<file path="src/logic/bmon_pkg.sv">
// Package with register map, field layout and types of the bus monitor
package bmon_pkg;

  // ****************************************
  // Register offsets (byte addresses)
  // ****************************************
  localparam logic [11:0] BMON_OFS_CTRL1 = 12'h000;
  localparam logic [11:0] BMON_OFS_TRACE_CTRL = 12'h004;
  localparam logic [11:0] BMON_OFS_SEQ_WIN = 12'h008;
  localparam logic [11:0] BMON_OFS_STATE = 12'h00c;
  localparam logic [11:0] BMON_OFS_CMP_A = 12'h010;
  localparam logic [11:0] BMON_OFS_CMP_B = 12'h014;
  localparam logic [11:0] BMON_OFS_CMP_C = 12'h018;
  localparam logic [11:0] BMON_OFS_CMP_WIN = 12'h01c;
  localparam logic [11:0] BMON_OFS_TRACE_CNT = 12'h020;
  localparam logic [11:0] BMON_OFS_TRACE_DATA = 12'h024;

  // ****************************************
  // Field positions of control register 1
  // ****************************************
  localparam int BMON_C1_ARM = 7;
  localparam int BMON_C1_FORCE_TRIGGER = 6;
  localparam int BMON_C1_BDM = 4;
  localparam int BMON_C1_BRK = 3;
  localparam int BMON_C1_BANK_HI = 1;
  localparam int BMON_C1_BANK_LO = 0;
  localparam logic [7:0] BMON_C1_WMASK = 8'h9b;
  localparam logic [7:0] BMON_C1_RESET = 8'h00;

  // Trace control fields: bit0 source select, bit1 end align, bits 3:2 mode
  localparam int BMON_TC_SRC = 0;
  localparam int BMON_TC_ALIGN = 1;
  localparam logic [7:0] BMON_TC_RESET = 8'h00;

  // Bank select codes
  localparam logic [1:0] BMON_BANK_A = 2'h0;
  localparam logic [1:0] BMON_BANK_B = 2'h1;
  localparam logic [1:0] BMON_BANK_C = 2'h2;
  localparam logic [1:0] BMON_BANK_NONE = 2'h3;

  // Trace buffer geometry, row = 2 info bits + 18 address bits
  localparam int BMON_DEPTH = 64;
  localparam int BMON_PTR_W = 6;
  localparam int BMON_ROW_W = 20;
  localparam int BMON_ADDR_W = 18;
  localparam int BMON_PAGE_LSB = 6; // 64-byte boundary
  localparam logic [1:0] BMON_INFO_SHORT = 2'h0;
  localparam logic [1:0] BMON_INFO_FULL = 2'h3;
  localparam logic [BMON_PTR_W-1:0] BMON_END_HALF = 6'h1f;

  // ****************************************
  // Types
  // ****************************************
  typedef enum logic [1:0] {BMON_MODE_NORMAL, BMON_MODE_LOOP, BMON_MODE_DETAIL, BMON_MODE_PURE_PC} bmon_mode_t;
  typedef enum logic [1:0] {BMON_ST_IDLE, BMON_ST_S1, BMON_ST_S2, BMON_ST_S3} bmon_seq_t;

  // Processor bus activity observed by the monitor
  typedef struct packed {
    logic valid;
    logic [17:0] addr;
    logic [7:0] data;
    logic write;
    logic word;
    logic free;
    logic fetch;
    logic opcode_exec;
    logic cof_src;
    logic cof_dst;
    logic cof_vec;
  } bmon_cpu_t;

  // Mode status from the background debug side
  typedef struct packed {
    logic enabled;
    logic active;
    logic hw_access;
    logic secure;
    logic bgnd_cmd;
  } bmon_bdm_t;

endpackage

</file>
<file path="src/logic/bmon_top.sv">
// Bus monitor: comparators, sequencer, trace buffer and breakpoint control
//
// Our own choices: the address map and the APB slave port.
`timescale 1ns/1ns

// Function
// - Secured device: no tracing, comparator breakpoints still possible.
// - Ignore CPU activity during background accesses or active background mode.
// - Entering background mode by command leaves the armed state unchanged.
// - Armed bit is read/write; cleared on session end or untraced breakpoint.
// - Setting armed bit moves the sequencer to its first state.
// - Force-trigger write of 1 triggers immediately when already armed; reads zero; zero ignored.
// - With trace source cleared, a trigger starts no tracing.
// - Begin-aligned tracing in progress is unaffected by force trigger.
// - Secured device: force trigger cannot start a tracing session.
// - Writing force-trigger and armed together ends the session.
// - Breakpoint target bit picks background entry or software interrupt.
// - Breakpoint-request bit: final state requests break, after tracing if tracing.
// - Bank select picks comparator window and the register below it.
// - Bank codes: A/ctl1, B/ctl2, C/ctl3, none/match flags.
// - Normal and loop modes store change-of-flow addresses only.
// - Loop mode shadows stored address; equal next source address suppressed.
// - Loop mode still records repeated destination and vector addresses.
// - Detail mode stores address bits 17:8 and data with size and direction bits.
// - Detail mode records all cycles except free and opcode fetch.
// - Compressed mode stores every executed opcode address.
// - Compressed rows: 2 info bits, 18 address bits, full on 64-byte cross.
// - Simultaneous matches: final-state match wins, else lowest channel.
module bmon_top
  import bmon_pkg::*;
(
  // Clock and reset
  input wire logic MCLK,
  input wire logic RESET_N,
  // APB slave
  input wire logic PSEL,
  input wire logic PENABLE,
  input wire logic PWRITE,
  input wire logic [11:0] PADDR,
  input wire logic [31:0] PWDATA,
  output logic [31:0] PRDATA,
  output logic PREADY,
  output logic PSLVERR,
  // Observed processor and background status
  input wire bmon_cpu_t CPU,
  input wire bmon_bdm_t BDM_STAT,
  // Breakpoint requests
  output logic BRK_BGND,
  output logic BRK_SWI
);

  // ****************************************
  // State
  // ****************************************
  logic [7:0] ctrl1, next_ctrl1;
  logic [7:0] tctrl, next_tctrl;
  logic [7:0] seq_ctl [3];
  logic [7:0] next_seq_ctl [3];
  logic [17:0] cmp [3];
  logic [17:0] next_cmp [3];
  logic [2:0] mflag, next_mflag;
  bmon_seq_t seq, next_seq;
  logic tracing, next_tracing;
  logic [BMON_PTR_W-1:0] wptr, next_wptr, tcount, next_tcount;
  logic [17:0] shadow, next_shadow, last_pc, next_last_pc;
  logic [BMON_ROW_W-1:0] tbuf [BMON_DEPTH];
  logic brk_pend, next_brk_pend;
  logic [31:0] next_prdata;
  logic next_pready, next_bgnd, next_swi;

  // ****************************************
  // Combinational decode
  // ****************************************
  bmon_mode_t mode;
  logic wr, rd, mapped, monitor_ok, hit_any, force_trigger_evt, trace_ok, store;
  logic [2:0] hit;
  logic [1:0] win;
  logic [BMON_ROW_W-1:0] row;

  // Channel leads to final state when its sequencer byte says so (bit 0)
  function automatic logic to_final(input logic [7:0] c);
    return c[0];
  endfunction

  assign mode = bmon_mode_t'(tctrl[3:2]);
  assign wr = PSEL & PENABLE & PWRITE & ~PREADY;
  assign rd = PSEL & PENABLE & ~PWRITE & ~PREADY;
  assign mapped = (PADDR <= BMON_OFS_TRACE_DATA) && (PADDR[1:0] == 2'h0);
  // Monitoring blocked by background access or active mode
  assign monitor_ok = CPU.valid & ~BDM_STAT.hw_access & ~BDM_STAT.active;
  // Tracing never while secured
  assign trace_ok = tctrl[BMON_TC_SRC] & ~BDM_STAT.secure;

  // Comparator hits and priority pick
  always_comb begin
    hit = 3'h0;
    win = 2'h3;
    for (int i = 0; i < 3; i++) begin
      hit[i] = monitor_ok & ctrl1[BMON_C1_ARM] & (CPU.addr == cmp[i]);
    end
    for (int i = 2; i >= 0; i--) begin
      if (hit[i]) begin
        win = 2'(i);
      end
    end
    for (int i = 2; i >= 0; i--) begin
      if (hit[i] && to_final(seq_ctl[i])) begin
        win = 2'(i);
      end
    end
  end
  assign hit_any = |hit;

  // Trace row builder and store qualifier
  always_comb begin
    store = 1'b0;
    row = {BMON_INFO_SHORT, CPU.addr};
    unique case (mode)
      BMON_MODE_NORMAL: begin
        store = CPU.cof_src | CPU.cof_dst | CPU.cof_vec;
      end
      BMON_MODE_LOOP: begin
        store = (CPU.cof_src & (CPU.addr != shadow)) | CPU.cof_dst | CPU.cof_vec;
      end
      BMON_MODE_DETAIL: begin
        store = ~CPU.free & ~CPU.fetch;
        row = {CPU.word, CPU.write, CPU.addr[17:8], CPU.data};
      end
      BMON_MODE_PURE_PC: begin
        store = CPU.opcode_exec;
        if (CPU.addr[17:BMON_PAGE_LSB] != last_pc[17:BMON_PAGE_LSB]) begin
          row = {BMON_INFO_FULL, CPU.addr};
        end else begin
          row = {BMON_INFO_SHORT, 12'h000, CPU.addr[BMON_PAGE_LSB-1:0]};
        end
      end
    endcase
    store = store & monitor_ok & tracing;
  end

  // ****************************************
  // Registers, sequencer, trace, breakpoints
  // ****************************************
  always_comb begin
    next_ctrl1 = ctrl1;
    next_tctrl = tctrl;
    next_seq_ctl = seq_ctl;
    next_cmp = cmp;
    next_mflag = mflag;
    next_seq = seq;
    next_tracing = tracing;
    next_wptr = wptr;
    next_tcount = tcount;
    next_shadow = shadow;
    next_last_pc = last_pc;
    next_brk_pend = 1'b0;
    force_trigger_evt = 1'b0;
    // Sequencer steps on a winning hit
    if (hit_any && seq != BMON_ST_IDLE) begin
      next_mflag = mflag | hit;
      if (to_final(seq_ctl[win])) begin
        force_trigger_evt = 1'b1;
      end else begin
        next_seq = (seq == BMON_ST_S3) ? BMON_ST_S1 : bmon_seq_t'(seq + 2'h1);
      end
    end
    // Trace storage
    if (store) begin
      next_wptr = wptr + 6'h01;
      next_tcount = tcount + 6'h01;
      next_shadow = CPU.addr;
      next_last_pc = CPU.addr;
      if (tctrl[BMON_TC_ALIGN] == 1'b0 && tcount == BMON_END_HALF) begin
        next_tracing = 1'b0;
        next_brk_pend = ctrl1[BMON_C1_BRK];
        next_ctrl1[BMON_C1_ARM] = 1'b0;
        next_seq = BMON_ST_IDLE;
      end
    end
    // Register writes
    if (wr) begin
      unique case (PADDR)
        BMON_OFS_CTRL1: begin
          next_ctrl1 = (PWDATA[7:0] & BMON_C1_WMASK) | (ctrl1 & ~BMON_C1_WMASK);
          if (PWDATA[BMON_C1_FORCE_TRIGGER] && PWDATA[BMON_C1_ARM]) begin
            next_ctrl1[BMON_C1_ARM] = 1'b0;
            next_seq = BMON_ST_IDLE;
            next_tracing = 1'b0;
          end else if (PWDATA[BMON_C1_ARM]) begin
            next_seq = BMON_ST_S1;
            next_mflag = 3'h0;
            next_tcount = 6'h00;
          end else begin
            next_seq = BMON_ST_IDLE;
          end
          if (PWDATA[BMON_C1_FORCE_TRIGGER] && !PWDATA[BMON_C1_ARM] && ctrl1[BMON_C1_ARM]) begin
            force_trigger_evt = 1'b1;
          end
        end
        BMON_OFS_TRACE_CTRL: next_tctrl = PWDATA[7:0];
        BMON_OFS_SEQ_WIN: begin
          if (ctrl1[1:0] != BMON_BANK_NONE) begin
            next_seq_ctl[ctrl1[1:0]] = PWDATA[7:0];
          end
        end
        BMON_OFS_CMP_A: next_cmp[0] = PWDATA[17:0];
        BMON_OFS_CMP_B: next_cmp[1] = PWDATA[17:0];
        BMON_OFS_CMP_C: next_cmp[2] = PWDATA[17:0];
        BMON_OFS_CMP_WIN: begin
          if (ctrl1[1:0] != BMON_BANK_NONE) begin
            next_cmp[ctrl1[1:0]] = PWDATA[17:0];
          end
        end
        default: ;
      endcase
    end
    // Trigger effect: tracing start or immediate break
    if (force_trigger_evt) begin
      if (trace_ok && !tracing) begin
        next_tracing = 1'b1;
        next_tcount = 6'h00;
      end else if (tracing) begin
        if (tctrl[BMON_TC_ALIGN]) begin
          next_tracing = 1'b0; // End aligned, trigger stops
          next_brk_pend = ctrl1[BMON_C1_BRK];
          next_ctrl1[BMON_C1_ARM] = 1'b0;
          next_seq = BMON_ST_IDLE;
        end // begin-aligned tracing runs on
      end else begin
        next_brk_pend = ctrl1[BMON_C1_BRK];
        next_ctrl1[BMON_C1_ARM] = 1'b0;
        next_seq = BMON_ST_IDLE;
      end
    end
    // Background entry by command keeps arm state: nothing to do here
  end

  // Breakpoint routing
  always_comb begin
    next_bgnd = 1'b0;
    next_swi = 1'b0;
    if (brk_pend && !(BDM_STAT.enabled && BDM_STAT.active && !BDM_STAT.secure)) begin
      if (ctrl1[BMON_C1_BDM]) begin
        next_bgnd = BDM_STAT.enabled;
        next_swi = ~BDM_STAT.enabled;
      end else begin
        next_swi = ~BDM_STAT.active;
      end
    end
  end

  // APB read mux and ready
  always_comb begin
    next_prdata = 32'h0000_0000;
    next_pready = PSEL & PENABLE & ~PREADY;
    if (rd) begin
      unique case (PADDR)
        BMON_OFS_CTRL1: next_prdata = {24'h00_0000, ctrl1 & ~(8'h01 << BMON_C1_FORCE_TRIGGER)};
        BMON_OFS_TRACE_CTRL: next_prdata = {24'h00_0000, tctrl};
        BMON_OFS_SEQ_WIN: begin
          if (ctrl1[1:0] == BMON_BANK_NONE) begin
            next_prdata = {29'h0000_0000, mflag};
          end else begin
            next_prdata = {24'h00_0000, seq_ctl[ctrl1[1:0]]};
          end
        end
        BMON_OFS_STATE: next_prdata = {29'h0000_0000, tracing, seq};
        BMON_OFS_CMP_A: next_prdata = {14'h0000, cmp[0]};
        BMON_OFS_CMP_B: next_prdata = {14'h0000, cmp[1]};
        BMON_OFS_CMP_C: next_prdata = {14'h0000, cmp[2]};
        BMON_OFS_CMP_WIN: begin
          if (ctrl1[1:0] != BMON_BANK_NONE) begin
            next_prdata = {14'h0000, cmp[ctrl1[1:0]]};
          end
        end
        BMON_OFS_TRACE_CNT: next_prdata = {26'h000_0000, tcount};
        BMON_OFS_TRACE_DATA: next_prdata = {12'h000, tbuf[PWDATA[BMON_PTR_W-1:0]]};
        default: ;
      endcase
    end
  end

  // Registered state
  always_ff @(posedge MCLK or negedge RESET_N) begin
    if (!RESET_N) begin
      ctrl1 <= BMON_C1_RESET;
      tctrl <= BMON_TC_RESET;
      seq_ctl <= '{default: 8'h00};
      cmp <= '{default: 18'h00000};
      mflag <= 3'h0;
      seq <= BMON_ST_IDLE;
      tracing <= 1'b0;
      wptr <= 6'h00;
      tcount <= 6'h00;
      shadow <= 18'h00000;
      last_pc <= 18'h00000;
      brk_pend <= 1'b0;
      PRDATA <= 32'h0000_0000;
      PREADY <= 1'b0;
      PSLVERR <= 1'b0;
      BRK_BGND <= 1'b0;
      BRK_SWI <= 1'b0;
    end else begin
      ctrl1 <= next_ctrl1;
      tctrl <= next_tctrl;
      seq_ctl <= next_seq_ctl;
      cmp <= next_cmp;
      mflag <= next_mflag;
      seq <= next_seq;
      tracing <= next_tracing;
      wptr <= next_wptr;
      tcount <= next_tcount;
      shadow <= next_shadow;
      last_pc <= next_last_pc;
      brk_pend <= next_brk_pend;
      PRDATA <= next_prdata;
      PREADY <= next_pready;
      PSLVERR <= next_pready & ~mapped;
      BRK_BGND <= next_bgnd;
      BRK_SWI <= next_swi;
    end
  end

  // Trace memory, no reset
  always_ff @(posedge MCLK) begin
    if (store) begin
      tbuf[wptr] <= row;
    end
  end
endmodule

</file>
<file path="config.mk">
export PLATFORM = sky130hd
export DESIGN_NAME = bmon_top
export DESIGN_NICKNAME = d
export VERILOG_FILES = /design/src/logic/bmon_pkg.sv /design/src/logic/bmon_top.sv
export SDC_FILE = /design/constraint.sdc
export NUM_CORES = 2
export LEC_CHECK = 0
export BUFFER_PORTS_ARGS = -buffer_cell sky130_fd_sc_hd__buf_4
export CORE_MARGIN = 3
export CORE_UTILIZATION = 62
export CTS_CLUSTER_SIZE = 8
export DETAILED_ROUTE_END_ITERATION = 10
export PLACE_DENSITY = 0.84
export SYNTH_ARGS = -nofsm -noshare
export SYNTH_HDL_FRONTEND = slang
export SYNTH_SLANG_ARGS = --single-unit
</file>
<file path="constraint.sdc">
create_clock -name MCLK -period 4.18 [get_ports MCLK]
set_input_delay 0.418 -clock MCLK [delete_from_list [all_inputs] [get_ports MCLK]]
set_output_delay 0.418 -clock MCLK [all_outputs]
set_load 0.005 [all_outputs]
</file>
# == After elaboration in Yosys (flattened, before gate mapping) ==
# Memory sizes are Yosys's and may differ from the RTL's.
# Index checks and enable logic that the tools add are counted.
# word_totals
n_memories,1
word_cells,211
ram_bits,1280
out_inout_bits,36
in_bits,89
reg_bits,167
# classes
n_reduce_logical,32
n_lt_le_gt_ge,4
mux,92
bitwise_logic,36
n_addsub,3
eq_ne,22
# mem_list
name,depth,width,read_ports,rd_clocked_by_memory_dff,write_ports,line,source
tbuf,64,20,1,0,1,bmon_top.sv:66,logic [BMON_ROW_W-1:0] tbuf [BMON_DEPTH];
# ops
op,count
$pmux W20 S10,1
$pmux W18 S2,3
$mux W18,4
$bwmux W54,1
$eq A18 B18 Y1,3
$mux W54,1
$eq A12 B5 Y1 const B,4
$mux W8,6
$mux W6,7
$mux W20,2
$pmux W20 S2,1
$mux W1,38
$bmux W18 S2,1
$demux W18 S2,1
$bmux W8 S2,2
$mux W2,16
$bwmux W24,1
$eq A12 B4 Y1 const B,2
$eq A12 B6 Y1 const B,2
$and A1 B1 Y1,18
$ne A18 B18 Y1,1
$demux W8 S2,1
$mux W3,5
$logic_and A1 B1 Y1,14
other kinds (24),54

# == Longest topological paths before layout ==
# logic_depth
depth_word,25
mapped_depth,10

# == Least setup slack after synthesis ==
# OpenSTA, ideal clock, no wires.
# synth_path
path_type,input to register
start,in CPU[23] (netlist name)
end,"mem tbuf[0][10], data pin"
cell_stages,5
path_buffers,1
arrival_time_ns,2.611
required_ns,3.664
slack_ns,1.053
path_cell_list,clkbuf_1 > xnor2_1 > nand4_1 > nor4_1 > nor2b_1
# synth_via
elab_chain_len,3
# synth_lines
item,line,source
start: declaration,bmon_top.sv:45,"input wire bmon_cpu_t CPU,"
$ne A12 B12 Y1,bmon_top.sv:131,if (CPU.addr[17:BMON_PAGE_LSB] != last_pc[17:BMON_PAGE_LSB]) begin
$mux W20,bmon_top.sv:131,
$pmux W20 S2,bmon_top.sv:118,unique case (mode)
named net row[10],bmon_top.sv:78,logic [BMON_ROW_W-1:0] row;
end: declaration,bmon_top.sv:66,
# The timed path passes the listed nets, and every way through them passes these cells.

# == Worst setup path in the final report ==
# layout_path
start,reg tctrl[2]
end,mem tbuf[38][2] (enable)
# layout_via
elab_chain_len,6
elab_cells_between_ends,9
# layout_lines
item,line,source
start: declaration,bmon_top.sv:56,"logic [7:0] tctrl, next_tctrl;"
start signal: assignment,bmon_top.sv:305,tctrl <= next_tctrl;
$eq A2 B2 Y1 (tied with other cells),bmon_top.sv:118,
$pmux W1 S4 *,bmon_top.sv:118,
$and A1 B1 Y1 * (2 in series),bmon_top.sv:138,store = store & monitor_ok & tracing;
$mux W1 *,bmon_top.sv:326,if (store) begin
$mux W1 (not written as such) *,bmon_top.sv:327,tbuf[wptr] <= row;
# Mark *: on every way between the ends. The rest lies on a longest branch, timed or not.

==> impl_metrics.yaml <==
status:
  status: "complete, no violations"
floorplan:
  coreArea_mm2: 0.0906
  dieArea_mm2: 0.0956
  floorplan.initialDensity_pct: 62.9
  die_y_um: 309
  io_pins: 125
  die_w_um: 309
  num_rows: 110
cells_and_area:
  finalNetCount: 3082
  fin_area_mm2: 0.0655
  final_cells: 4222
  area_growth_syn_to_layout_pct: 15.0
  drive_gt1_share_pct: 34.6
clock_network:
  cts_root_buffer: "clkbuf_16"
  htree_levels: 4
  path_clk_slew_ns: 0.05
  clkLatencyLatePin_ns: 0.80
  clock-sinks: 1432
  cts_tree: "done"
  numCtsBuffers: 197
  cts_buffer_depth: 3
synthesis:
  ys_seq_area_share_pct: 74.1
  synth_edf_count: 1280
  yosys_warnings: 0
  postSynthAreaPerCell_um2: 21.2
  synth.distinct_cells: 68
  ys.flop_type: "edfxtp_1"
  ys_seq_elements: 1432
  synthArstFlopShare_pct: 10.6
  synthesis.area_mm2: 0.0570
  synth_cells: 2691
placed_design:
  portBuffers: 97
  dp.cells: 3929
  gp_congestion: 0.920
  place_area_mm2: 0.0598
  dp_hpwl_um: 85000
critical_path:
  cp_data_arrival_time_ns: 4.18
  critPathKind: "reg -> reg"
  crit_path_start_kind: "register"
  cp.required_ns: 4.56
  critPathMaxFanout: 20
  cp-startpoint: "tctrl[2]"
  regToRegStartpoint: "tctrl[2]"
  endpoint_kind: "register"
run:
  maxCapViolCount: 0
global_routing:
  grt_usage_pct: 36.3
  grt_antenna_before_repair: 8
  grt_first_pass_wirelength_um: 242000
  grt-ovfl-total: 0
  grt_max_degree: 94
  grt_pass1_vias: 32548
routing:
  drcViolationCount: 0
  wirelength_um: 168000
  vias: 31754
  post_drt_wl_per_cell_um: 39.9
  drtPass1Iterations: 6
  first_iter_violations: 5691
  detail-route-antenna-nets: 0
  viasPerCell: 7.52
sta:
  fin_crit_sh_pct: 91.0
  fin_crit_ns: 3.80
  tightestPinTransition_ns: 1.40
  finalSetupTns_ns: 0
  fin_skew_ns: 0.0360
  maxSlewHeadroom_pct: 6.75
  setup_viol: 0
  hold_violations: 0
  rsz0062_at_grt: "no"
  fmax_mhz: 263
  slew_violations: 0
pwr:
  leakagePower_uw: 0.0215
  powerDensity_mw_per_mm2: 489
  ir_drop_uv: 455
worst_hold_path:
  min-delay-start: "PWDATA[6]"
  hold_path_class: "in -> reg"
[cells by family after synthesis]
group,Yosys count,synth area share (%)
flip-flops,1432,74.1
multiplexers,540,18.5
AND/OR/NAND/NOR,298,2.67
buffers and inverters,185,1.41
AO/OA/AOI/OAI,149,1.92
XOR/XNOR,82,1.26
adder cells (fa/ha/maj),4,0.0878
other,1,0.00658
[layout make-up]
class | count | area (um^2)
inverter | 16 | 60.1
tap | 1176 | 1470
antenna | 2 | 5.00
sequential | 1432 | 42200
clock inverter | 16 | 230
fill | 4587 | 25000
timing repair buffer | 257 | 2190
multi-input combinational | 1085 | 14200
clock buffer | 238 | 5080
[registers in the layout, summed over array words and instances (netlist names), 3 cells and up]
signal / cells
wptr: 6
tbuf: 1280
cmp: 54
tcount: 6
seq_ctl: 24
mflag: 3
tctrl: 8
ctrl1: 5
PRDATA: 20
last_pc: 18
[layout by cell type (no fill, tap or decap), drive strengths merged, types with 14 or more instances in the layout]
cell | Yosys | final
edfxtp | 1280 | 1280
mux4 | 398 | 398
clkbuf | 104 | 238
buf | 65 | 220
dfrtp | 152 | 152
mux2 | 128 | 128
nor2 | 98 | 98
nand2 | 63 | 63
xor2 | 47 | 47
dlygate4sd3 | 0 | 37
xnor2 | 35 | 35
a22oi | 30 | 30
nor4 | 25 | 25
inv | 15 | 24
o21ai | 23 | 23
nor2b | 20 | 20
nand3 | 17 | 17
nand4 | 16 | 16
a31oi | 16 | 16
a21oi | 14 | 14
mux2i | 14 | 14
nor3 | 14 | 14
[critical path, cell delays in order, from the launching register on]
cell	delay, ns
dfrtp_1	0.44
o311ai_0	0.34
o2111ai_1	0.22
a31oi_4	0.47
and2_1	0.37
nand2_1	0.49
nor2_2	1.05
[stage by stage]
stage	power [uW]	hold slack, ns	util [%]	setup WS, ns
finish	32000	0.0695	72.4	0.377
global route	32700	0.0441	72.4	0.279
detailed placement	17700	0.494	66.1	0.524
CTS	32000	0.00145	72.3	0.532
global placement	17600	0.475	66.1	0.679
floorplan	17100	0.122	-	1.05
[cells in the mapped netlist, types with 15 or more instances]
cell | instances | share of area, %
nor2b_1 | 20 | 0.22
nor2_1 | 98 | 0.65
xnor2_1 | 35 | 0.54
dfrtp_1 | 152 | 6.7
edfxtp_1 | 1280 | 67
clkbuf_1 | 104 | 0.69
o21ai_0 | 23 | 0.20
nand2_1 | 63 | 0.42
nor4_1 | 22 | 0.24
inv_1 | 15 | 0.099
mux4_2 | 398 | 16
xor2_1 | 47 | 0.72
nand4_1 | 16 | 0.18
nand3_1 | 17 | 0.15
mux2_2 | 128 | 2.5
a22oi_1 | 30 | 0.40
buf_2 | 38 | 0.33
a31oi_1 | 16 | 0.18
[what timing repair did]
action	CTS	global route
gates resized for setup	0	0
endpoints found under the hold margin	151	0
setup buffers	0	0
hold buffers	37	0
[worst paths after layout]
| path | slack [ns] | depth (start not counted) | endpoint |
|---|---|---|---|
| min | 0.07 | 2 | tctrl[6] |
| min reg2reg | 0.51 | 1 | tctrl[5] |
| max in group asynchronous | 2.88 | 3 | PRDATA[13] |
| min in group asynchronous | 0.30 | 2 | last_pc[11] |
| max | 0.38 | 6 | tbuf[38][2] |
| max reg2reg | 0.38 | 6 | tbuf[38][2] |
[metal layers]
| layer | vias to the layer above | track usage [%] | wire length, um |
|---|---|---|---|
| met1 | 16149 | 47.0 | 54900 |
| met5 | - | 0 | 50 |
| met2 | 3212 | 57.6 | 81000 |
| met4 | 8 | 18.9 | 10700 |
| met3 | 680 | 9.92 | 21700 |
| li1 | 11705 | - | - |
[power by group]
| part | switching (uW) | leakage, uW | total (uW) | internal [uW] |
|---|---|---|---|---|
| registers | 143 | 0.0133 | 15900 | 15800 |
| clock network | 5970 | 0.00258 | 14400 | 8430 |
| logic | 1050 | 0.00559 | 1730 | 677 |
| total | 7160 | 0.0215 | 32000 | 24900 |
Power figures use the tool's default switching activity.
